[config.mk]
export PLATFORM = sky130hd
export DESIGN_NAME = ppmtw_top
export DESIGN_NICKNAME = d
export VERILOG_FILES = /design/src/hw/ppmtw_pkg.sv /design/src/hw/ppmtw_timer_wait.sv /design/src/hw/ppmtw_top.sv
export SDC_FILE = /design/constraint.sdc
export NUM_CORES = 1
export LEC_CHECK = 0
export BUFFER_PORTS_ARGS = -buffer_cell sky130_fd_sc_hd__buf_4
export CORE_MARGIN = 3
export CORE_UTILIZATION = 50
export CTS_CLUSTER_DIAMETER = 30
export DETAILED_ROUTE_END_ITERATION = 6
export PLACE_DENSITY = 0.73
export SLEW_MARGIN = 20
export SYNTH_ARGS = -nofsm -noshare
export SYNTH_HDL_FRONTEND = slang
export SYNTH_SLANG_ARGS = --single-unit
[constraint.sdc]
create_clock -name i_clock -period 3.6 [get_ports i_clock]
set_input_delay 0.18 -clock i_clock [delete_from_list [all_inputs] [get_ports i_clock]]
set_output_delay 0.18 -clock i_clock [all_outputs]
set_load 0.005 [all_outputs]
[src/hw/ppmtw_pkg.sv]
// Package for the port pin-match and timer-wait block.
// Assumes one core clock and an active-low asynchronous reset.
package ppmtw_pkg;

  localparam int unsigned PPMTW_PORT_WIDTH  = 8;
  localparam int unsigned PPMTW_VALUE_WIDTH = 32;
  localparam int unsigned PPMTW_COUNT_WIDTH = 16;
  localparam int unsigned PPMTW_TIMER_WIDTH = 32;

  localparam logic [PPMTW_PORT_WIDTH-1:0]  PPMTW_PINS_RESET  = 8'h00;
  localparam logic [PPMTW_COUNT_WIDTH-1:0] PPMTW_COUNT_RESET = 16'h0000;
  localparam logic [PPMTW_TIMER_WIDTH-1:0] PPMTW_TIMER_RESET = 32'h0000_0000;

  // Condition attached to a pending port input
  typedef enum logic [1:0] {
    PPMTW_COND_PINS_EQUAL,
    PPMTW_COND_PINS_DIFFER,
    PPMTW_COND_TIMED_PINS_EQUAL,
    PPMTW_COND_TIMED_PINS_DIFFER
  } ppmtw_cond_type;

  typedef struct packed {
    ppmtw_cond_type                  cond;
    logic [PPMTW_VALUE_WIDTH-1:0]    compare_value;
    logic [PPMTW_COUNT_WIDTH-1:0]    compare_time;
  } ppmtw_port_req_type;

  typedef struct packed {
    logic [PPMTW_PORT_WIDTH-1:0]     pins;
    logic [PPMTW_COUNT_WIDTH-1:0]    stamp;
  } ppmtw_port_data_type;

endpackage

[src/hw/ppmtw_timer_wait.sv]
// Free-running timer with one pending after-condition input.
// Assumes the arming pulse comes from logic on the same clock.
`timescale 1ns/10ps
`default_nettype none
module ppmtw_timer_wait
  import ppmtw_pkg::*;
(
  input  wire logic                          i_clock,
  input  wire logic                          i_rst_n,
  input  wire logic                          i_arm,
  input  wire logic [PPMTW_TIMER_WIDTH-1:0]  i_after_time,
  output logic                               o_ready,
  output logic [PPMTW_TIMER_WIDTH-1:0]       o_time
);

  typedef enum logic [1:0] {
    PPMTW_TIMER_IDLE,
    PPMTW_TIMER_WAIT,
    PPMTW_TIMER_DONE
  } ppmtw_timer_state_type;

  ppmtw_timer_state_type          state_reg, state_next;
  logic [PPMTW_TIMER_WIDTH-1:0]   count_reg, count_next;
  logic [PPMTW_TIMER_WIDTH-1:0]   after_reg, after_next;
  logic [PPMTW_TIMER_WIDTH-1:0]   time_reg,  time_next;
  logic                           ready_reg, ready_next;
  logic [PPMTW_TIMER_WIDTH-1:0]   diff;
  logic                           is_after;

  always_comb begin
    count_next = count_reg + 32'h0000_0001;
    diff       = count_reg - after_reg;
    is_after   = !diff[PPMTW_TIMER_WIDTH-1] && (diff != PPMTW_TIMER_RESET);
    state_next = state_reg;
    after_next = after_reg;
    time_next  = time_reg;
    ready_next = 1'b0;
    case (state_reg)
      PPMTW_TIMER_IDLE: begin
        if (i_arm) begin
          after_next = i_after_time;
          state_next = PPMTW_TIMER_WAIT;
        end
      end
      PPMTW_TIMER_WAIT: begin
        if (is_after) begin
          ready_next = 1'b1;
          time_next  = count_reg;
          state_next = PPMTW_TIMER_DONE;
        end
      end
      default: begin
        state_next = PPMTW_TIMER_IDLE;
      end
    endcase
  end

  always_ff @(posedge i_clock or negedge i_rst_n) begin
    if (!i_rst_n) begin
      state_reg <= PPMTW_TIMER_IDLE;
      count_reg <= PPMTW_TIMER_RESET;
      after_reg <= PPMTW_TIMER_RESET;
      time_reg  <= PPMTW_TIMER_RESET;
      ready_reg <= 1'b0;
    end else begin
      state_reg <= state_next;
      count_reg <= count_next;
      after_reg <= after_next;
      time_reg  <= time_next;
      ready_reg <= ready_next;
    end
  end

  assign o_ready = ready_reg;
  assign o_time  = time_reg;

endmodule
`default_nettype wire

[src/hw/ppmtw_top.sv]
// Port pin-match and timer-wait block: one conditional port input and one timer.
// Assumes pins are asynchronous to i_clock; requests come from same-clock logic.
// Timed conditions suit unbuffered ports only; the requester keeps to that.
//
// How it works
// - Equal condition: input ready once pins match low port-width bits of value.
// - Differ condition: input ready once pins differ from truncated value.
// - Timed equal: ready when pins match and port counter equals time.
// - Timed differ: ready when pins differ and port counter equals time.
// - Timer input ready once counter is later than the compare time.
`timescale 1ns/10ps
`default_nettype none
module ppmtw_top
  import ppmtw_pkg::*;
(
  input  wire logic                          i_clock,
  input  wire logic                          i_rst_n,
  input  wire logic [PPMTW_PORT_WIDTH-1:0]   i_pins,
  input  wire logic                          i_port_arm,
  input  wire ppmtw_port_req_type            i_port_req,
  input  wire logic                          i_port_cancel,
  input  wire logic                          i_timer_arm,
  input  wire logic [PPMTW_TIMER_WIDTH-1:0]  i_timer_after,
  output ppmtw_port_data_type                o_port_data,
  output logic                               o_port_ready,
  output logic                               o_port_busy,
  output logic                               o_timer_ready,
  output logic [PPMTW_TIMER_WIDTH-1:0]       o_timer_time
);

  typedef enum logic [1:0] {
    PPMTW_PORT_IDLE,
    PPMTW_PORT_WAIT,
    PPMTW_PORT_DONE
  } ppmtw_port_state_type;

  // Synchroniser stages; only the second stage is read by logic
  logic [PPMTW_PORT_WIDTH-1:0]   pins_meta_reg;
  logic [PPMTW_PORT_WIDTH-1:0]   pins_meta_next;
  logic [PPMTW_PORT_WIDTH-1:0]   pins_sync_reg;
  logic [PPMTW_PORT_WIDTH-1:0]   pins_sync_next;

  // Port counter
  logic [PPMTW_COUNT_WIDTH-1:0]  count_reg;
  logic [PPMTW_COUNT_WIDTH-1:0]  count_next;

  // Pending input and its status flags
  ppmtw_port_state_type          state_reg;
  ppmtw_port_state_type          state_next;
  logic                          ready_reg;
  logic                          ready_next;
  logic                          busy_reg;
  logic                          busy_next;

  // Request held while the input is pending
  ppmtw_port_req_type            req_reg;
  ppmtw_port_req_type            req_next;

  // Data of the last completed input
  ppmtw_port_data_type           data_reg;
  ppmtw_port_data_type           data_next;

  // Condition terms
  logic [PPMTW_PORT_WIDTH-1:0]   compare_pins;
  logic [PPMTW_PORT_WIDTH-1:0]   bit_match;
  logic                          pins_equal;
  logic                          time_hit;
  logic                          cond_met;
  logic                          take_arm;
  logic                          complete;

  // Two-stage pin synchroniser
  always_comb begin
    pins_meta_next = i_pins;
    pins_sync_next = pins_meta_reg;
  end

  always_ff @(posedge i_clock or negedge i_rst_n) begin
    if (!i_rst_n) begin
      pins_meta_reg <= PPMTW_PINS_RESET;
      pins_sync_reg <= PPMTW_PINS_RESET;
    end else begin
      pins_meta_reg <= pins_meta_next;
      pins_sync_reg <= pins_sync_next;
    end
  end

  // Free-running port counter, wraps at its width
  always_comb begin
    count_next = count_reg + 16'h0001;
  end

  always_ff @(posedge i_clock or negedge i_rst_n) begin
    if (!i_rst_n) begin
      count_reg <= PPMTW_COUNT_RESET;
    end else begin
      count_reg <= count_next;
    end
  end

  // Low port-width bits of the compare value; upper bits are ignored
  assign compare_pins = req_reg.compare_value[PPMTW_PORT_WIDTH-1:0];

  // Per-bit match of the synchronised pins
  for (genvar b = 0; b < PPMTW_PORT_WIDTH; b++) begin : g_bit_match
    assign bit_match[b] = (pins_sync_reg[b] == compare_pins[b]);
  end

  // Pin and counter terms
  always_comb begin
    pins_equal = &bit_match;
    time_hit   = (count_reg == req_reg.compare_time);
  end

  // Condition select
  always_comb begin
    case (req_reg.cond)
      PPMTW_COND_PINS_EQUAL:        cond_met = pins_equal;
      PPMTW_COND_PINS_DIFFER:       cond_met = !pins_equal;
      PPMTW_COND_TIMED_PINS_EQUAL:  cond_met = pins_equal && time_hit;
      PPMTW_COND_TIMED_PINS_DIFFER: cond_met = !pins_equal && time_hit;
      default:                      cond_met = 1'b0;
    endcase
  end

  // Arm is taken only when idle; busy or done cycles ignore it
  assign take_arm = (state_reg == PPMTW_PORT_IDLE) && i_port_arm;

  // Cancel is checked first, so a cancelled input never completes
  assign complete = (state_reg == PPMTW_PORT_WAIT) && !i_port_cancel && cond_met;

  // Pending-input state and status flags
  always_comb begin
    state_next = state_reg;
    busy_next  = busy_reg;
    ready_next = 1'b0;
    case (state_reg)
      PPMTW_PORT_IDLE: begin
        if (take_arm) begin
          busy_next  = 1'b1;
          state_next = PPMTW_PORT_WAIT;
        end
      end
      PPMTW_PORT_WAIT: begin
        if (i_port_cancel) begin
          busy_next  = 1'b0;
          state_next = PPMTW_PORT_IDLE;
        end else if (complete) begin
          ready_next = 1'b1;
          busy_next  = 1'b0;
          state_next = PPMTW_PORT_DONE;
        end
      end
      default: begin
        state_next = PPMTW_PORT_IDLE;
      end
    endcase
  end

  always_ff @(posedge i_clock or negedge i_rst_n) begin
    if (!i_rst_n) begin
      state_reg <= PPMTW_PORT_IDLE;
      ready_reg <= 1'b0;
      busy_reg  <= 1'b0;
    end else begin
      state_reg <= state_next;
      ready_reg <= ready_next;
      busy_reg  <= busy_next;
    end
  end

  // Request latch
  always_comb begin
    req_next = req_reg;
    if (take_arm) begin
      req_next = i_port_req;
    end
  end

  always_ff @(posedge i_clock or negedge i_rst_n) begin
    if (!i_rst_n) begin
      req_reg <= '0;
    end else begin
      req_reg <= req_next;
    end
  end

  // Completion data: pins and counter of the matching cycle, held until the next
  always_comb begin
    data_next = data_reg;
    if (complete) begin
      data_next.pins  = pins_sync_reg;
      data_next.stamp = count_reg;
    end
  end

  always_ff @(posedge i_clock or negedge i_rst_n) begin
    if (!i_rst_n) begin
      data_reg <= '0;
    end else begin
      data_reg <= data_next;
    end
  end

  assign o_port_data  = data_reg;
  assign o_port_ready = ready_reg;
  assign o_port_busy  = busy_reg;

  // Timer with one pending after-condition input
  ppmtw_timer_wait u_timer (
    .i_clock      (i_clock),
    .i_rst_n      (i_rst_n),
    .i_arm        (i_timer_arm),
    .i_after_time (i_timer_after),
    .o_ready      (o_timer_ready),
    .o_time       (o_timer_time)
  );

endmodule
`default_nettype wire

# --- Word level (Yosys, flattened, before mapping) ---
# Index checks and enable logic that the tools add are counted.
totals:
  regBits: 185
  in_bits: 95
  output_inout_bits: 59
  word_cells: 74
op_classes:
  n_addsub: 3
  n_eq_ne: 18
  n_mux: 17
  n_reduce_logical: 20
op_table:
  columns: ["op", "n"]
  rows:
  - ["adder 32 x 1 -> 32 bit, second input constant", 1]
  - ["nonzero test 32 bit", 1]
  - ["subtractor 32 bit", 1]
  - ["adder 16 x 1 -> 16 bit, second input constant", 1]
  - ["== test 16 bit", 1]
  - ["2-to-1 mux 2 bit", 5]
  - ["== test 1 bit", 8]
  - ["2-to-1 mux 1 bit", 8]
  - ["one-hot mux 2 bit (2 select lines)", 2]
  - ["AND reduction 2 bit", 4]
  - ["AND reduction 8 bit", 1]
  - ["== test 2 x 1 -> 1 bit, second input constant", 3]
  - ["logical AND 1 bit", 6]
  - ["logical NOT 2 bit", 3]
  - ["== test 2 bit, second input constant", 2]
  - ["!= test 2 bit, second input constant", 2]
  - ["one-hot mux 1 bit (4 select lines)", 1]
  - ["logical NOT 1 bit", 3]
  - ["!= test 3 bit, second input constant", 1]
  - ["AND reduction 3 bit", 1]
  - ["!= test 2 x 1 -> 1 bit, second input constant", 1]
  - ["one-hot mux 1 bit (2 select lines)", 1]
  - ["nonzero test 2 bit", 1]

# --- Longest topological paths before layout ---
depth:
  depth_word: 9
  mapped_depth: 15
  mapped_depth_nobuf: 12

# --- Modules after synthesis ---
# Synthesis repeated with hierarchy kept, for this count alone.
unflattened:
  cells_unflattened: 842
  area_unflattened_um2: 9447.8
modules_own_cells:
  columns: ["module", "n_inst", "cells_each", "area_each_um2", "seq_area_each_um2"]
  rows:
  - ["ppmtw_timer_wait", 1, 620, 6004.5, 2477.4]
  - ["ppmtw_top", 1, 222, 3443.3, 2152.1]

# --- Worst setup path before layout ---
# OpenSTA, ideal clock, no wires.
synth_timing:
  path_kind: "reg-to-reg"
  from: "register u_timer.count_reg[0]"
  to: "register u_timer.time_reg[14], in the netlist u_timer.o_time[14]"
  arrival_ps: 3115
  required_ps: 3531
  setup_slack_ps: 416
  path_stages_with_launch: 15
  period_less_slack_ps: 3184
  cell_sequence: "dfrtp_1 > inv_1 > ha_1 > fa_1 > nor2b_1 > o31ai_4 > a211oi_1 > o31ai_1 > mux2_2 > o2111ai_1 > and4bb_1 > buf_6 > buf_2 > a211o_1 > nand3_1"
synth_via:
  elab_chain_cells: 4
  elab_cells_between_ends: 5
synth_lines:
  columns: ["element", "line", "source"]
  rows:
  - ["from (decl)", "ppmtw_timer_wait.sv:23", "logic [PPMTW_TIMER_WIDTH-1:0] count_reg, count_next;"]
  - ["from (signal assigned)", "ppmtw_timer_wait.sv:67", "count_reg <= count_next;"]
  - ["subtractor 32 bit (*)", "ppmtw_timer_wait.sv:32", "diff = count_reg - after_reg;"]
  - ["nonzero test 32 bit or logical NOT 1 bit (tied branches)", "ppmtw_timer_wait.sv:33", "is_after = !diff[PPMTW_TIMER_WIDTH-1] && (diff != PPMTW_TIMER_RESET);"]
  - ["logical AND 1 bit (*)", "ppmtw_timer_wait.sv:33", null]
  - ["AND reduction 2 bit (no line) (*)", null, null]
  - ["to (signal assigned)", "ppmtw_timer_wait.sv:69", "time_reg <= time_next;"]
  - ["to (decl)", "ppmtw_timer_wait.sv:25", "logic [PPMTW_TIMER_WIDTH-1:0] time_reg, time_next;"]
# Mark *: on every way between the ends. The rest lies on a longest branch, timed or not.
# A chain may end at the register's enable or synchronous reset.

# --- Worst setup path after layout ---
layout_timing:
  from: "register u_timer.count_reg[8]"
  to: "register u_timer.time_reg[11], in the netlist u_timer.o_time[11]"
# Same word-level chain as after synthesis.

==> metrics.log <==
[metrics] list of most frequent post-synthesis cells: sky130_fd_sc_hd__dfrtp_1, sky130_fd_sc_hd__nand2_1, sky130_fd_sc_hd__nand3_1
[metrics] Clock Latency Late Sink: 0.44 ns
[metrics] static leakage power: 6.06 nW
[metrics] Max transition margin: 44.8%
[metrics] most area-hungry cell type in the Yosys netlist: sky130_fd_sc_hd__dfrtp_1
[metrics] min cycle time layout: 3.52 ns
[metrics] standard cell core area: 21100 um2
[metrics] Warnings, synthesis: 0
[metrics] # rows: 53
[metrics] fraction of layout instances using a drive strength above 1: 22.6%
[metrics] number of buffers on the longest clock path: 2
[metrics] measured slew at the worst slew-check pin: 0.819 ns
[metrics] fraction of the yosys area taken by sequential cells: 42.9%
[metrics] peak per-stage delay on the critical path: 0.51 ns
[metrics] path category of the worst min-delay check: in2reg
[metrics] worst vdd rail ir drop: 0.000532 V
[metrics] count of boundary I/O pins: 154
[metrics] die extent in x: 153 um
[metrics] WP data required: 3.98 ns
[metrics] Unique masters post-synth: 73
[metrics] setup violators final: 0
[metrics] FF-to-FF End: u_timer.o_time[11]
[metrics] Sum Neg Setup Slack: 0 ns
[metrics] crit path capture type: flop
[metrics] antenna violations before repair: 0
[metrics] final estimated routing congestion in global placement: 0.932
[metrics] area grow syn2layout: 25.5%
[metrics] setup slack of the worst register-to-register path: 0.08 ns
[metrics] max-cap violation count: 0
[metrics] overall die area: 23400 um2
[metrics] vias after detailed routing: 9497
[metrics] count of pins over their slew limit: 0
[metrics] post-synthesis net count: 1239
[metrics] wire length per cell after detailed routing: 19.0 um
[metrics] HPWL after DPL: 20.0 mm
[metrics] final worst clock skew: 0.0135 ns
[metrics] status: completed
[metrics] Filler cells: 1639
[metrics] most repeated cell in the gate-level netlist after synthesis: sky130_fd_sc_hd__dfrtp_1
[metrics] maximum operating frequency: 284 MHz
[metrics] number of cells on the worst hold path: 3
[metrics] leftover overflow at the end of global routing: 0
[metrics] root buf cell: sky130_fd_sc_hd__clkbuf_16
[metrics] Synth Cell Area: 10800 um2
[metrics] top cells by area in the synthesized netlist: sky130_fd_sc_hd__dfrtp_1, sky130_fd_sc_hd__mux2_2, sky130_fd_sc_hd__nand3_1
[metrics] Avg Cell Area, Syn: 9.72 um2
[metrics] Port-buffer cells: 129
[metrics] critical path launch point: u_timer.count_reg[8]
[metrics] Power Density: 616 nW/um2
[metrics] Residual DRC: 0
[metrics] total iterations of the first detailed-routing run: 5
[metrics] via count of the first global-routing pass: 9148
[metrics] pre-CTS setup slack: 0.0747 ns
[metrics] startpoint types: flop
[metrics] starting utilization of the core area: 51.1%
[metrics] number of nets in the layout: 1425
[metrics] Die Span Y: 153 um
[metrics] Final Hold Slack: 0.0583 ns
[metrics] number of buffers created by CTS: 17
[metrics] Final Cycle Share: 97.7%
[metrics] arrival time of data at the critical path endpoint: 3.90 ns
[metrics] fraction of synthesis flops using an asynchronous set or reset pin: 100%
[metrics] Yosys reg bits: 185
[metrics] global-route wire length before repair: 47.7 mm
[metrics] sinks on the clock net: 185
[metrics] CTS clock-pin slew for the worst setup and hold paths: 0.08 ns
[metrics] remaining antenna violation count after routing: 0
[metrics] cell occurring most often along the worst timing path: sky130_fd_sc_hd__buf_4
[metrics] 1st-iter DRT viols: 546
[metrics] CTS tree: done
[metrics] count of mapped cells out of synthesis: 1110
[metrics] r2r startpoint: u_timer.count_reg[8]
[metrics] drt via density: 6.00
[metrics] critical-path cell list: ha_1 > and4_1 > o21ai_0 > a21oi_2 > o31a_1 > a2111oi_1 > nor2_1 > xnor2_2 > buf_4 > buf_4 > o311a_1 > nand3_1
[metrics] Antenna Cells: 0
[metrics] Final WS setup: 0.0840 ns
[metrics] post-synth top area share: 42.9%
[metrics] capture endpoint of the worst hold path: u_timer.state_reg[0]
[metrics] count of endpoints failing hold in the final timing report: 0
[metrics] Worst path slowest cell: sky130_fd_sc_hd__a2111oi_1
[metrics] Power Total: 0.00834 W
[metrics] overall routed net length: 30.1 mm
[metrics] maximum fanout count along the critical path: 20
[metrics] primary flip-flop cell chosen by synthesis mapping: sky130_fd_sc_hd__dfrtp_1
[metrics] number of enable-type register cells in the synthesized netlist: 0
[metrics] WS Path Type: reg2reg
[metrics] count of H-tree levels built during CTS: 4
[metrics] Reg2Reg Depth: 12
[metrics] maximum number of pins on one net before global-route repair: 83
[metrics] startpoint of the most critical hold path: i_timer_arm
[metrics] Total Routing Usage GR: 24.9%
==> per-layer routing <==
metal  share of wire [%]  GRT usage (%)  vias up
li1                    -              -     4466
met1                  43           32.9     4646
met2                  49           41.9      329
met3                 4.9           4.16       56
met4                 2.7           8.02        0
met5                   0              0        -
==> area by class of cell <==
| cell class | count | area [um2] | area share (%) |
|---|---|---|---|
| Multi-Input combinational cell | 808 | 5710 | 42.2 |
| Sequential cell | 185 | 4630 | 34.2 |
| Timing Repair Buffer | 240 | 2060 | 15.2 |
| Clock buffer | 17 | 425 | 3.14 |
| Tap cell | 275 | 344 | 2.54 |
| Clock inverter | 15 | 198 | 1.46 |
| Inverter | 44 | 165 | 1.22 |
==> how the worst max path moves through the flow <==
stage / endpoint / slack (ns)
2_1_floorplan: u_timer.o_time[14] / 0.42
3_3_place_gp: u_timer.o_time[29] / 0.11
3_5_place_dp: u_timer.o_time[17] / 0.07
5_1_grt: u_timer.o_time[7] / -0.01
4_1_cts: u_timer.o_time[11] / 0.03
6_report: u_timer.o_time[11] / 0.08
==> critical path: cells and delay by family (launching register included) <==
kind / cells / cell delay [ns]
compound gates: 5 / 1.48
flops: 1 / 0.48
xor+xnor: 1 / 0.16
simple gates: 3 / 0.53
fa+ha+maj: 1 / 0.44
buf+inv: 2 / 0.37
==> what timing repair did <==
item                                    4_1_cts  5_1_grt
resized for setup                             0       12
endpoints found under the setup margin        0       35
hold buffers                                 68        0
buffers inserted                              0        2
endpoints found under the hold margin       147        0
==> through the flow <==
stage          util [%]  instance area [um2]  cells
4_1_cts            63.9                13500   1580
2_1_floorplan         -                10800   1110
3_5_place_dp       57.7                12200   1480
6_report           64.2                13500   1584
3_3_place_gp       57.7                12200   1480
5_1_grt            64.2                13500   1584
==> cell families after synthesis <==
group           Yosys count  share of synthesized area, %
buf+inv                 119                          4.84
xor+xnor                 74                          6.01
compound gates          241                          16.8
flops                   185                          42.9
simple gates            399                          19.4
mux                      58                          6.01
fa+ha+maj                34                          4.01
==> layout by cell type (no fill, tap or decap), types with 4 or more instances in the layout <==
cell / synthesis / routed
sky130_fd_sc_hd__xnor2_1: 48 / 47
sky130_fd_sc_hd__a31oi_1: 7 / 6
sky130_fd_sc_hd__mux2i_1: 4 / 4
sky130_fd_sc_hd__nor4_1: 10 / 9
sky130_fd_sc_hd__clkbuf_16: 0 / 17
sky130_fd_sc_hd__o2111ai_1: 4 / 4
sky130_fd_sc_hd__inv_1: 43 / 43
sky130_fd_sc_hd__and3_1: 17 / 17
sky130_fd_sc_hd__nor3b_1: 6 / 4
sky130_fd_sc_hd__mux2_2: 54 / 54
sky130_fd_sc_hd__nand2_1: 106 / 106
sky130_fd_sc_hd__nand4_1: 57 / 57
sky130_fd_sc_hd__buf_12: 0 / 7
sky130_fd_sc_hd__a21oi_1: 32 / 30
sky130_fd_sc_hd__inv_8: 0 / 4
sky130_fd_sc_hd__nand2b_1: 37 / 37
sky130_fd_sc_hd__xor2_1: 26 / 26
sky130_fd_sc_hd__nor3_1: 12 / 12
sky130_fd_sc_hd__o21ai_1: 3 / 5
sky130_fd_sc_hd__a21oi_2: 5 / 7
sky130_fd_sc_hd__ha_1: 33 / 33
sky130_fd_sc_hd__o21a_1: 11 / 11
sky130_fd_sc_hd__nand3_1: 91 / 91
sky130_fd_sc_hd__dfrtp_1: 185 / 185
sky130_fd_sc_hd__and2_1: 4 / 4
sky130_fd_sc_hd__clkinv_8: 0 / 7
sky130_fd_sc_hd__or2_2: 4 / 4
sky130_fd_sc_hd__a211oi_1: 8 / 7
sky130_fd_sc_hd__nor2_1: 31 / 31
sky130_fd_sc_hd__and2_4: 2 / 4
sky130_fd_sc_hd__dlygate4sd3_1: 0 / 68
sky130_fd_sc_hd__a211o_1: 34 / 34
sky130_fd_sc_hd__a21o_1: 9 / 9
sky130_fd_sc_hd__or3_1: 4 / 4
sky130_fd_sc_hd__buf_4: 1 / 164
sky130_fd_sc_hd__o311a_1: 33 / 33
sky130_fd_sc_hd__o21ai_0: 48 / 46
sky130_fd_sc_hd__o31ai_1: 5 / 5
sky130_fd_sc_hd__o211ai_1: 6 / 6
==> power by group <==
group | total [W] | switching, W | leakage (nW) | internal, W
Clock | 0.00193 | 0.000976 | 0.302 | 0.000954
Combinational | 0.00357 | 0.00204 | 3.41 | 0.00153
Sequential | 0.00284 | 0.000284 | 2.35 | 0.00256
Total | 0.00834 | 0.00330 | 6.06 | 0.00503
Power figures use the tool's default switching activity.
